[src/common/ocpwm_defines.svh]
// Register offsets, field positions, reset values and codes for the compare channel.
`ifndef OCPWM_DEFINES_SVH
`define OCPWM_DEFINES_SVH
`define OCPWM_OFS_CTRL 5'h00
`define OCPWM_OFS_PRI 5'h04
`define OCPWM_OFS_SEC 5'h08
`define OCPWM_OFS_PER0 5'h0c
`define OCPWM_OFS_PER1 5'h10
`define OCPWM_OFS_STAT 5'h14
`define OCPWM_BIT_TSEL 3
`define OCPWM_BIT_FLT 4
`define OCPWM_BIT_IDLE 13
`define OCPWM_CTRL_WMASK 16'h200f
`define OCPWM_RST16 16'h0000
`define OCPWM_M_OFF 3'h0
`define OCPWM_M_HIGH 3'h1
`define OCPWM_M_LOW 3'h2
`define OCPWM_M_TOG 3'h3
`define OCPWM_M_ONE 3'h4
`define OCPWM_M_CONT 3'h5
`define OCPWM_M_PWM 3'h6
`define OCPWM_M_PWMF 3'h7
`define OCPWM_RESP_OK 2'h0
`define OCPWM_RESP_ERR 2'h2
`endif

[src/common/ocpwm_pkg.sv]
// Types shared by the compare channel.
package ocpwm_pkg;
    typedef enum logic [3:0] {
        OCPWM_IDLE = 4'h1,
        OCPWM_WAIT_RISE = 4'h2,
        OCPWM_WAIT_FALL = 4'h4,
        OCPWM_DONE = 4'h8
    } ocpwm_pulse_e;

    typedef struct packed {
        logic [15:0] ctrl;
        logic [15:0] pri;
        logic [15:0] sec;
        logic [15:0] per0;
        logic [15:0] per1;
        logic [15:0] tmr0;
        logic [15:0] tmr1;
        logic pin;
        logic irq;
        logic dma;
        ocpwm_pulse_e pst;
        logic aw_done;
        logic w_done;
        logic [4:0] awaddr;
        logic [31:0] wdata;
        logic [3:0] wstrb;
        logic bvalid;
        logic [1:0] bresp;
        logic rvalid;
        logic [31:0] rdata;
        logic [1:0] rresp;
    } ocpwm_state_s;
endpackage

[src/logic/ocpwm_channel.sv]
// Output compare channel with glitchless PWM, two local time bases and an AXI4-Lite register slave.
//
// The AXI4-Lite interface to the registers and the address map are this design's own decisions.
`include "ocpwm_defines.svh"

// Operation
// RULE_01: PWM period lasts period register value plus one counts.
// RULE_02: Secondary duty copies into primary only on period match.
// RULE_03: Primary compare register is read-only while a PWM mode is active.
// RULE_04: First PWM period uses the value already in the primary register.
// RULE_05: Primary zero in PWM keeps the pin low all period.
// RULE_06: Primary above period in PWM holds the pin high.
// RULE_07: Primary equal to period gives exactly one low count.
// RULE_08: Software sets period, duty, initial duty, interrupts, mode, then starts timer.
// RULE_09: Software initialises the primary register before first enable.
// RULE_10: Fault use requires software to enable the channel interrupt.
// RULE_11: Mode zero disables the channel.
// RULE_12: Mode 001 starts low, compare event drives high.
// RULE_13: Mode 010 starts high, compare event drives low.
// RULE_14: Mode 011 toggles the pin on each compare event.
// RULE_15: Mode 100 starts low and makes one pulse.
// RULE_16: Read-only fault status at bit 4, cleared by hardware.
// RULE_17: Writable time base select at bit 3 picks the compared timer.
// RULE_18: Only channels one and two raise a DMA request.
// RULE_19: Mode 101 starts low and pulses every compare cycle.
// RULE_20: Pulse modes rise on primary match, fall on secondary match.
// RULE_21: Single pulse holds low after trailing edge and sets the flag.
// RULE_22: Timer returns to zero on period match and keeps counting.
// RULE_23: Modes 110/111 are PWM; fault forces pin low and sets status. Here only mode 111 applies the fault; mode 110 ignores FAULT_N.
// RULE_24: Idle-stop bit at 13 halts the channel in processor idle.
module ocpwm_channel
    import ocpwm_pkg::*;
#(
    parameter int CHANNEL = 1 // Channel number; only 1 and 2 may request DMA.
) (
    input wire logic CORE_CLK, // 40 MHz instruction clock.
    input wire logic RST_N, // Asynchronous reset, active low.
    input wire logic TIMER_RUN0, // Run enable of time base 0.
    input wire logic TIMER_RUN1, // Run enable of time base 1.
    input wire logic CPU_IDLE, // Processor is in idle mode.
    input wire logic FAULT_N, // Fault input, active low.
    output logic COMPARE_OUT, // Compare output pin.
    output logic CHANNEL_IRQ, // Channel event pulse.
    output logic DMA_REQ, // DMA request pulse.
    input wire logic S_AXI_AWVALID, // Write address valid.
    output logic S_AXI_AWREADY, // Write address ready.
    input wire logic [4:0] S_AXI_AWADDR, // Write address.
    input wire logic S_AXI_WVALID, // Write data valid.
    output logic S_AXI_WREADY, // Write data ready.
    input wire logic [31:0] S_AXI_WDATA, // Write data.
    input wire logic [3:0] S_AXI_WSTRB, // Write strobes.
    output logic S_AXI_BVALID, // Write response valid.
    input wire logic S_AXI_BREADY, // Write response ready.
    output logic [1:0] S_AXI_BRESP, // Write response.
    input wire logic S_AXI_ARVALID, // Read address valid.
    output logic S_AXI_ARREADY, // Read address ready.
    input wire logic [4:0] S_AXI_ARADDR, // Read address.
    output logic S_AXI_RVALID, // Read data valid.
    input wire logic S_AXI_RREADY, // Read data ready.
    output logic [31:0] S_AXI_RDATA, // Read data.
    output logic [1:0] S_AXI_RRESP // Read response.
);

    ocpwm_state_s st;
    ocpwm_state_s next_st;

    logic [2:0] mode;
    logic is_pwm;
    logic halted;
    logic [15:0] tmr;
    logic [15:0] per;
    logic run;
    logic per_hit;
    logic pri_hit;
    logic sec_hit;
    logic wr_go;
    logic [15:0] wr16;

    // ****************************************************************
    // Time base and compare events
    // ****************************************************************
    assign mode = st.ctrl[2:0];
    assign is_pwm = mode[2] & mode[1];
    assign halted = st.ctrl[`OCPWM_BIT_IDLE] & CPU_IDLE; // RULE_24
    assign tmr = st.ctrl[`OCPWM_BIT_TSEL] ? st.tmr1 : st.tmr0; // RULE_17
    assign per = st.ctrl[`OCPWM_BIT_TSEL] ? st.per1 : st.per0; // RULE_17
    assign run = st.ctrl[`OCPWM_BIT_TSEL] ? TIMER_RUN1 : TIMER_RUN0;
    // Events count only on counting edges so a stopped timer gives no repeats.
    assign per_hit = run & (tmr == per);
    assign pri_hit = run & (tmr == st.pri);
    assign sec_hit = run & (tmr == st.sec);

    // ****************************************************************
    // Bus handshake
    // ****************************************************************
    assign S_AXI_AWREADY = ~st.aw_done & ~st.bvalid;
    assign S_AXI_WREADY = ~st.w_done & ~st.bvalid;
    assign S_AXI_ARREADY = ~st.rvalid;
    assign S_AXI_BVALID = st.bvalid;
    assign S_AXI_BRESP = st.bresp;
    assign S_AXI_RVALID = st.rvalid;
    assign S_AXI_RDATA = st.rdata;
    assign S_AXI_RRESP = st.rresp;
    assign COMPARE_OUT = st.pin;
    assign CHANNEL_IRQ = st.irq;
    assign DMA_REQ = st.dma;

    always_comb begin
        logic [4:0] wa;
        logic [31:0] wd;
        logic [3:0] ws;
        logic [15:0] rd;
        logic ok;
        logic fire;
        wa = st.awaddr;
        wd = st.wdata;
        ws = st.wstrb;
        rd = `OCPWM_RST16;
        ok = 1'b1;
        fire = 1'b0;
        next_st = st;
        next_st.irq = 1'b0;
        next_st.dma = 1'b0;
        wr16 = `OCPWM_RST16;
        wr_go = 1'b0;

        // Timers: wrap to zero on period match, keep counting.
        if (TIMER_RUN0) begin
            next_st.tmr0 = (st.tmr0 == st.per0) ? `OCPWM_RST16 : st.tmr0 + 16'h0001; // RULE_22 RULE_01
        end
        if (TIMER_RUN1) begin
            next_st.tmr1 = (st.tmr1 == st.per1) ? `OCPWM_RST16 : st.tmr1 + 16'h0001; // RULE_22 RULE_01
        end

        // Compare output behaviour.
        if (!halted) begin
            case (mode)
                `OCPWM_M_OFF: begin
                    next_st.pin = 1'b0; // RULE_11
                    next_st.pst = OCPWM_IDLE;
                end
                `OCPWM_M_HIGH: if (pri_hit) begin
                    next_st.pin = 1'b1; // RULE_12
                    fire = 1'b1;
                end
                `OCPWM_M_LOW: if (pri_hit) begin
                    next_st.pin = 1'b0; // RULE_13
                    fire = 1'b1;
                end
                `OCPWM_M_TOG: if (pri_hit) begin
                    next_st.pin = ~st.pin; // RULE_14
                    fire = 1'b1;
                end
                `OCPWM_M_ONE, `OCPWM_M_CONT: begin
                    case (st.pst)
                        OCPWM_WAIT_RISE: if (pri_hit) begin
                            next_st.pin = 1'b1; // RULE_20
                            next_st.pst = OCPWM_WAIT_FALL;
                        end
                        OCPWM_WAIT_FALL: if (sec_hit) begin
                            next_st.pin = 1'b0; // RULE_20
                            fire = 1'b1; // RULE_21
                            next_st.pst = mode[0] ? OCPWM_WAIT_RISE : OCPWM_DONE; // RULE_19 RULE_21
                        end
                        OCPWM_DONE: next_st.pin = 1'b0; // RULE_21
                        default: next_st.pst = OCPWM_WAIT_RISE; // RULE_15
                    endcase
                end
                default: begin
                    // PWM: the level for the coming count is decided one edge ahead, so the pin
                    // stays a flip-flop output and is high exactly for counts below the duty value.
                    if (per_hit) begin
                        next_st.pri = st.sec; // RULE_02
                        next_st.pin = (st.sec != `OCPWM_RST16); // RULE_05
                        fire = 1'b1;
                    end else if (run) begin
                        next_st.pin = ((tmr + 16'h0001) < st.pri); // RULE_04 RULE_06 RULE_07
                    end
                    if (mode == `OCPWM_M_PWMF && !FAULT_N) begin
                        next_st.pin = 1'b0; // RULE_23
                        next_st.ctrl[`OCPWM_BIT_FLT] = 1'b1; // RULE_23
                    end
                end
            endcase
        end
        next_st.irq = fire;
        next_st.dma = fire & ((CHANNEL == 1) || (CHANNEL == 2)); // RULE_18

        // Write channel: address and data accepted in either order.
        if (S_AXI_AWVALID && S_AXI_AWREADY) begin
            next_st.aw_done = 1'b1;
            next_st.awaddr = S_AXI_AWADDR;
            wa = S_AXI_AWADDR;
        end
        if (S_AXI_WVALID && S_AXI_WREADY) begin
            next_st.w_done = 1'b1;
            next_st.wdata = S_AXI_WDATA;
            next_st.wstrb = S_AXI_WSTRB;
            wd = S_AXI_WDATA;
            ws = S_AXI_WSTRB;
        end
        if (next_st.aw_done && next_st.w_done && !st.bvalid) begin
            wr_go = 1'b1;
            wr16[7:0] = ws[0] ? wd[7:0] : 8'h00;
            wr16[15:8] = ws[1] ? wd[15:8] : 8'h00;
            next_st.aw_done = 1'b0;
            next_st.w_done = 1'b0;
            next_st.bvalid = 1'b1;
            next_st.bresp = `OCPWM_RESP_OK;
            case (wa)
                `OCPWM_OFS_CTRL: begin
                    next_st.ctrl = (next_st.ctrl & ~`OCPWM_CTRL_WMASK) | (wr16 & `OCPWM_CTRL_WMASK); // RULE_17 RULE_24
                    // Leaving fault PWM clears the fault; rewriting a pulse mode re-arms it.
                    // A fault latched in this very cycle wins over the clear, so none is lost.
                    if (wr16[2:0] != `OCPWM_M_PWMF && !(mode == `OCPWM_M_PWMF && !FAULT_N && !halted)) begin
                        next_st.ctrl[`OCPWM_BIT_FLT] = 1'b0; // RULE_16
                    end
                    next_st.pst = OCPWM_WAIT_RISE;
                    if (wr16[2:0] == `OCPWM_M_LOW) begin
                        next_st.pin = 1'b1; // RULE_13
                    end else if (wr16[2:0] != `OCPWM_M_TOG && !(wr16[2] & wr16[1])) begin
                        next_st.pin = 1'b0; // RULE_12 RULE_15 RULE_19
                    end
                end
                `OCPWM_OFS_PRI: if (!is_pwm) next_st.pri = wr16; // RULE_03
                `OCPWM_OFS_SEC: next_st.sec = wr16; // RULE_02
                `OCPWM_OFS_PER0: next_st.per0 = wr16;
                `OCPWM_OFS_PER1: next_st.per1 = wr16;
                `OCPWM_OFS_STAT: ;
                default: next_st.bresp = `OCPWM_RESP_ERR;
            endcase
        end
        if (st.bvalid && S_AXI_BREADY) begin
            next_st.bvalid = 1'b0;
        end

        // Read channel.
        if (S_AXI_ARVALID && S_AXI_ARREADY) begin
            case (S_AXI_ARADDR)
                `OCPWM_OFS_CTRL: rd = st.ctrl; // RULE_16
                `OCPWM_OFS_PRI: rd = st.pri;
                `OCPWM_OFS_SEC: rd = st.sec;
                `OCPWM_OFS_PER0: rd = st.per0;
                `OCPWM_OFS_PER1: rd = st.per1;
                `OCPWM_OFS_STAT: rd = tmr;
                default: ok = 1'b0;
            endcase
            next_st.rvalid = 1'b1;
            next_st.rdata = {16'h0000, rd};
            next_st.rresp = ok ? `OCPWM_RESP_OK : `OCPWM_RESP_ERR;
        end else if (st.rvalid && S_AXI_RREADY) begin
            next_st.rvalid = 1'b0;
        end
    end

    always_ff @(posedge CORE_CLK or negedge RST_N) begin
        if (!RST_N) begin
            st <= '0;
        end else begin
            st <= next_st;
        end
    end

    // ****************************************************************
    // Checks
    // ****************************************************************
    a_off_low: assert property (@(posedge CORE_CLK) disable iff (!RST_N) // RULE_11
        (mode == `OCPWM_M_OFF && !wr_go) |=> !COMPARE_OUT) else $error("disabled channel drove pin");
    a_dbuf_load: assert property (@(posedge CORE_CLK) disable iff (!RST_N) // RULE_02
        (is_pwm && per_hit && !halted) |=> (st.pri == $past(st.sec))) else $error("duty not loaded at period");
    a_pri_hold: assert property (@(posedge CORE_CLK) disable iff (!RST_N) // RULE_03
        (is_pwm && !per_hit && !wr_go) |=> $stable(st.pri)) else $error("primary changed in PWM");
    a_zero_low: assert property (@(posedge CORE_CLK) disable iff (!RST_N) // RULE_05
        (is_pwm && run && !halted && st.pri == 16'h0000 && !per_hit && !wr_go) |=> !COMPARE_OUT)
        else $error("zero duty not low");
    // The duty compare is checked on the pin itself, one count after its decision.
    a_full_high: assert property (@(posedge CORE_CLK) disable iff (!RST_N) // RULE_06
        (mode == `OCPWM_M_PWM && run && !halted && !per_hit && !wr_go && tmr < per && st.pri > per) |=> COMPARE_OUT)
        else $error("duty above period not high");
    a_low_at_duty: assert property (@(posedge CORE_CLK) disable iff (!RST_N) // RULE_07
        (mode == `OCPWM_M_PWM && tmr == st.pri && st.pri != 16'h0000 && $past(run) && $past(is_pwm)
        && !$past(halted) && !$past(wr_go)) |-> !COMPARE_OUT) else $error("pin high at duty count");
    a_wrap_zero: assert property (@(posedge CORE_CLK) disable iff (!RST_N) // RULE_22
        (TIMER_RUN0 && st.tmr0 == st.per0) |=> (st.tmr0 == 16'h0000)) else $error("timer did not wrap");
    a_fault_set: assert property (@(posedge CORE_CLK) disable iff (!RST_N) // RULE_23
        (mode == `OCPWM_M_PWMF && !FAULT_N && !halted && !wr_go) |=> (!COMPARE_OUT && st.ctrl[4]))
        else $error("fault not applied");
    a_idle_freeze: assert property (@(posedge CORE_CLK) disable iff (!RST_N) // RULE_24
        (halted && !wr_go) |=> $stable(COMPARE_OUT)) else $error("pin moved while idle");
    a_one_done: assert property (@(posedge CORE_CLK) disable iff (!RST_N) // RULE_21
        (mode == `OCPWM_M_ONE && st.pst == OCPWM_DONE && !wr_go) |=> !COMPARE_OUT) else $error("extra pulse");
    a_tog_flip: assert property (@(posedge CORE_CLK) disable iff (!RST_N) // RULE_14
        (mode == `OCPWM_M_TOG && pri_hit && !halted && !wr_go) |=> (COMPARE_OUT != $past(COMPARE_OUT)))
        else $error("toggle missed");
    a_dma_chan: assert property (@(posedge CORE_CLK) disable iff (!RST_N) // RULE_18
        DMA_REQ == (CHANNEL_IRQ && (CHANNEL == 1 || CHANNEL == 2))) else $error("dma on wrong channel");
    a_bresp_two: assert property (@(posedge CORE_CLK) disable iff (!RST_N)
        (S_AXI_BVALID && !S_AXI_BREADY) |=> S_AXI_BVALID) else $error("bvalid dropped");

    c_pwm_load: cover property (@(posedge CORE_CLK) disable iff (!RST_N) is_pwm && per_hit);
    c_one_pulse: cover property (@(posedge CORE_CLK) disable iff (!RST_N) st.pst == OCPWM_DONE);
    c_fault: cover property (@(posedge CORE_CLK) disable iff (!RST_N) st.ctrl[4]);
    c_write: cover property (@(posedge CORE_CLK) disable iff (!RST_N) wr_go);
    c_idle_hold: cover property (@(posedge CORE_CLK) disable iff (!RST_N) halted && is_pwm);

endmodule // ocpwm_channel

[config.mk]
export PLATFORM = sky130hd
export DESIGN_NAME = ocpwm_channel
export DESIGN_NICKNAME = d
export VERILOG_FILES = /design/src/common/ocpwm_pkg.sv /design/src/logic/ocpwm_channel.sv
export VERILOG_INCLUDE_DIRS = /design/src /design/src/common
export SDC_FILE = /design/constraint.sdc
export NUM_CORES = 1
export LEC_CHECK = 0
export BUFFER_PORTS_ARGS = -buffer_cell sky130_fd_sc_hd__buf_2
export CELL_PAD_IN_SITES_DETAIL_PLACEMENT = 0
export CELL_PAD_IN_SITES_GLOBAL_PLACEMENT = 2
export CORE_AREA = 2 2 158 160
export CTS_CLUSTER_DIAMETER = 120
export DETAILED_ROUTE_END_ITERATION = 10
export DIE_AREA = 0 0 160 162
export HOLD_SLACK_MARGIN = 0.06
export PLACE_DENSITY_LB_ADDON = 0.1
export SLEW_MARGIN = 20
export SYNTH_ARGS = -nofsm -noshare
export SYNTH_HDL_FRONTEND = slang
export SYNTH_SLANG_ARGS = --single-unit
[constraint.sdc]
create_clock -name CORE_CLK -period 7.8 [get_ports CORE_CLK]
set_clock_uncertainty 0.15 [all_clocks]
set_input_delay 1.95 -clock CORE_CLK [delete_from_list [all_inputs] [get_ports CORE_CLK]]
set_output_delay 1.95 -clock CORE_CLK [all_outputs]
set_load 0.005 [all_outputs]
Yosys cells after proc, flatten, opt, wreduce, memory -nomap -nowiden
Cells that the tools add are included.
{"block": "op_classes", "n_addsub": 3, "magnitude_cmp": 1, "n_eq_ne": 27, "mux": 63, "bitwise_logic": 14, "reduce_logical": 31}
{"operator": "$mux W16", "count": 13}
{"operator": "$pmux W16 S6", "count": 1}
{"operator": "$eq A16 B16 Y1", "count": 5}
{"operator": "$mux W69", "count": 1}
{"operator": "$add A16 B1 Y16 const B", "count": 3}
{"operator": "$mux W1", "count": 29}
{"operator": "$eq A5 B4 Y1 const B", "count": 4}
{"operator": "$eq A5 B5 Y1 const B", "count": 4}
{"operator": "$mux W4", "count": 5}
{"operator": "$reduce_or A6 Y1", "count": 3}
{"operator": "$lt A16 B16 Y1", "count": 1}
{"operator": "$mux W8", "count": 2}
{"operator": "$or A16 B14 Y16", "count": 1}
{"operator": "$reduce_bool A16 Y1", "count": 1}
{"operator": "$pmux W4 S3", "count": 1}
{"operator": "$logic_and A1 B1 Y1", "count": 11}
{"operator": "$eq A5 B3 Y1 const B", "count": 2}
{"operator": "$logic_not A5 Y1", "count": 2}
{"operator": "$mux W5", "count": 2}
{"operator": "$eq A3 B2 Y1 const B", "count": 3}
{"operator": "$eq A3 B3 Y1 const B", "count": 3}
{"operator": "$and A1 B1 Y1", "count": 8}
{"operator": "$pmux W4 S2", "count": 1}
{"operator": "$reduce_and A2 Y1", "count": 4}
{"operator": "other kinds (17)", "count": 29}
{"block": "word_totals", "reg_bits": 165, "out_inout_bits": 44, "word_cells": 160}

Longest topological paths before layout
{"block": "logic_depth", "depth_word": 12, "ltp_mapped": 18}

Worst setup path before layout
Ideal clock, no wire load.
{"block": "synth_timing", "path_kind": "input -> register", "from": "in S_AXI_AWVALID", "to": "reg st[161] (netlist bit)", "setup_time_ps": 125, "t_arrival_ps": 3752, "t_required_ps": 7525, "slack_ps": 3773, "stages": 7, "n_path_buf": 2, "cell_sequence": "nor3b_1 -> buf_2 -> mux2i_2 -> inv_1 -> nor3_2 -> buf_4 -> mux2_2"}
{"element": "start: declaration", "line_no": "ocpwm_channel.sv:45", "rtl": "input wire logic S_AXI_AWVALID,"}
{"element": "end signal: assignment", "line_no": "ocpwm_channel.sv:260", "rtl": "st <= next_st;"}
{"element": "end: declaration", "line_no": "ocpwm_channel.sv:64", "rtl": "ocpwm_state_s st;"}

==> flow_metrics.tcl <==
set metrics [dict create \
    cts_buffers 17 \
    wl_met1_mm 14.6 \
    clk_path_buf_depth 2 \
    gp_congestion 0.911 \
    fmax_mhz 217 \
    track_usage_pct 22.8 \
    power.density_nw_per_um2 353 \
    drive_above_1_share_pct 20.1 \
    drt_iter0_drc 609 \
    clkSinkCount 153 \
    start_util_pct 40.3 \
    syn_avg_cell_area_um2 9.90 \
    final_nets 1081 \
    vdd_drop_max_uv 139 \
    p_leak_nw 4.73 \
    vias 7154 \
    finalCritPeriodShare_pct 59.1 \
    wl_met2_mm 12.6 \
    async_reset_ff_share_pct 100 \
    total_power_mw 3.77 \
    die_w_um 160 \
    antenna_found_initial 1 \
    diodes 0 \
    postCtsHoldBufs 0 \
    required_ps 7970 \
    cts.htree.levels 4 \
    cts_setup_buffers 0 \
    grt_max_degree 94 \
    yosysSeqAreaShare_pct 39.4 \
    worstHoldPathType "reg2reg" \
    slew_violations 0 \
    rows 57 \
    cp_max_fo 27 \
    finalHoldViolCount 0 \
    tns_ps 0 \
    tritoncts "yes" \
    synth.distinct_cells 66 \
    status "finished, final reports clean" \
    grt_pass1_vias 7076 \
    wl_mm 28.7 \
    clkTransAtPathRegs_ps 70 \
    max_slew.worst_pin.slew_ps 981 \
    synthTopCellsByArea "dfrtp_1 (39%), xnor2_1 (7.4%), mux2_2 (7.2%), mux2i_1 (6.3%), nor2_1 (4.1%)" \
    drc 0 \
    endpoint_kind "flop" \
    max_slew_margin_pct 34.6 \
    drv_cap 0 \
    setup_viol 0 \
    drtAntennaViolNets 0 \
    synth_cells 982 \
    netlist.area_leader.share_pct 39.4 \
    ios 101 \
    syn_to_final_growth_pct 9.97 \
    synth_edf_count 0 \
    portBuffers 64 \
    cts_resized 0 \
    clock_latency_ps 440 \
    ys_ff_latch 153 \
    dr.pass1.iters 5 \
    ys_warn_count 0 \
    top_layer "met4" \
    synthesis.area_um2 9720 \
    criticalPathCategory "reg2reg" \
    startpoint_type "flop" \
    die_area_um2 25900 \
    synth_top_area_cell "dfrtp_1" \
    routedWlPerCell_um 21.4 \
    rsz0062_at_grt "no" \
    core-area_um2 24100 \
    wl_met3_mm 1.20 \
    period_needed_ps 4610 \
    grt_overflow_total 0 \
    arrival_ps 4780 \
    vias_per_cell 5.34 \
    dp_hpwl_mm 21.2 \
    die_h_um 162 \
    grt_pass1_wl_mm 44.4 \
    clock-root-buffer "clkbuf_16" \
    synthFlopType "dfrtp_1" \
]
-- Yosys cell counts, types with 3 or more instances --
library cell  count
nand3_1           7
clkbuf_1         33
a221oi_1         13
xor2_1           33
nand2b_1          8
and2_1            5
buf_1             4
a21oi_1          44
a22oi_1           6
o21ai_0          38
nor2_1          105
or2_2             3
o22ai_1           5
nor2b_1          17
mux2i_1          61
nand4_1          29
a211oi_1          4
mux2i_4           5
buf_2             7
and3_1           11
o31ai_1           5
xnor2_1          82
nor3_1           13
nor4_1           16
ha_1             21
nor3b_1           3
inv_1            36
or4_1             3
o21a_1            3
mux2_2           62
mux2i_2          11
buf_4            38
dfrtp_1         153
nand2_1          52
-- layout by cell type, fill, tap and decap left out, types with 13 or more instances in the layout --
cell | synthesis | final
xnor2_1 | 82 | 82
clkbuf_16 | 0 | 17
nor2_1 | 105 | 105
dfrtp_1 | 153 | 152
a21oi_1 | 44 | 44
o21ai_0 | 38 | 38
mux2_2 | 62 | 62
nor2b_1 | 17 | 17
inv_1 | 36 | 36
a221oi_1 | 13 | 13
nor3_1 | 13 | 13
mux2i_1 | 61 | 61
xor2_1 | 33 | 33
nor4_1 | 16 | 15
nand4_1 | 29 | 29
conb_1 | 1 | 18
ha_1 | 21 | 21
nand2_1 | 52 | 52
buf_2 | 7 | 63
-- per-layer routing --
layer / vias to the layer above / GRT usage [%]
met4: 0 / 5.41
li1: 3424 / -
met3: 21 / 2.94
met2: 177 / 34.8
met1: 3532 / 34.5
met5: - / 0
-- stage by stage --
step	cell area, µm²	worst slack, ps	instances	util (%)	hold WS (ps)
final	10700	3190	1340	44.4	324
after global routing	10700	3020	1340	44.4	354
after CTS	10700	3310	1340	44.3	328
after detailed placement	10100	3100	1308	41.7	308
after global placement	10100	3110	1308	41.7	307
after floorplan	9790	3770	999	-	288
-- flip-flops by register name, indices dropped and copies added (netlist names) --
signal        flops
S_AXI_BVALID      1
COMPARE_OUT       1
DMA_REQ           1
st              128
mode              3
S_AXI_RDATA      16
S_AXI_RRESP       1
S_AXI_BRESP       1
S_AXI_RVALID      1
-- final cells by class --
type                    count  area (µm²)
clock inverters            14         205
fillers                  2412       13400
inverters                  36         135
clock buffers              18         429
well taps                 324         405
repair buffers             73         394
flip-flops and latches    153        3830
multi-input cells         722        5300
-- logic make-up after synthesis --
kind of cell / Yosys count / synth area share (%)
and+or+nand+nor: 293 / 15.5
AOI/OAI and AO/OA: 135 / 8.65
adders and majority gates: 21 / 2.70
buffers and inverters: 124 / 7.06
DFF: 153 / 39.4
muxes: 139 / 16.2
other: 1 / 0.0386
xor gates and xnor gates: 116 / 10.5
-- worst paths after layout --
kind                                     start             end  slack [ps]  depth (start not counted)
worst max-delay path                   st[187]     COMPARE_OUT        3190                         13
worst min-delay path            S_AXI_BRESP[1]  S_AXI_BRESP[1]         320                          2
worst max register to register         st[187]     COMPARE_OUT        3190                         13
worst min register to register  S_AXI_BRESP[1]  S_AXI_BRESP[1]         320                          2
max in group asynchronous                RST_N         st[102]        4710                          2
min in group asynchronous                RST_N          st[79]        1430                          1
-- power breakdown --
group          switching [mW]  internal (mW)  leakage [nW]
clock network           0.395          0.521         0.308
registers               0.417           1.05          2.01
logic                   0.749          0.639          2.42
total                    1.56           2.21          4.73
-- critical path, stage by stage, from the launching register on --
cell      delay, ps
dfrtp_2         590
buf_4           550
mux2i_2         290
nor3_1          670
nor4bb_1        380
xnor2_1         170
ha_1            270
a21oi_1         180
nor2_1           70
a211oi_1        330
o211ai_1        170
a21oi_1         210
mux2i_1         170
o41ai_1         260
(Power assumes the default switching activity.)
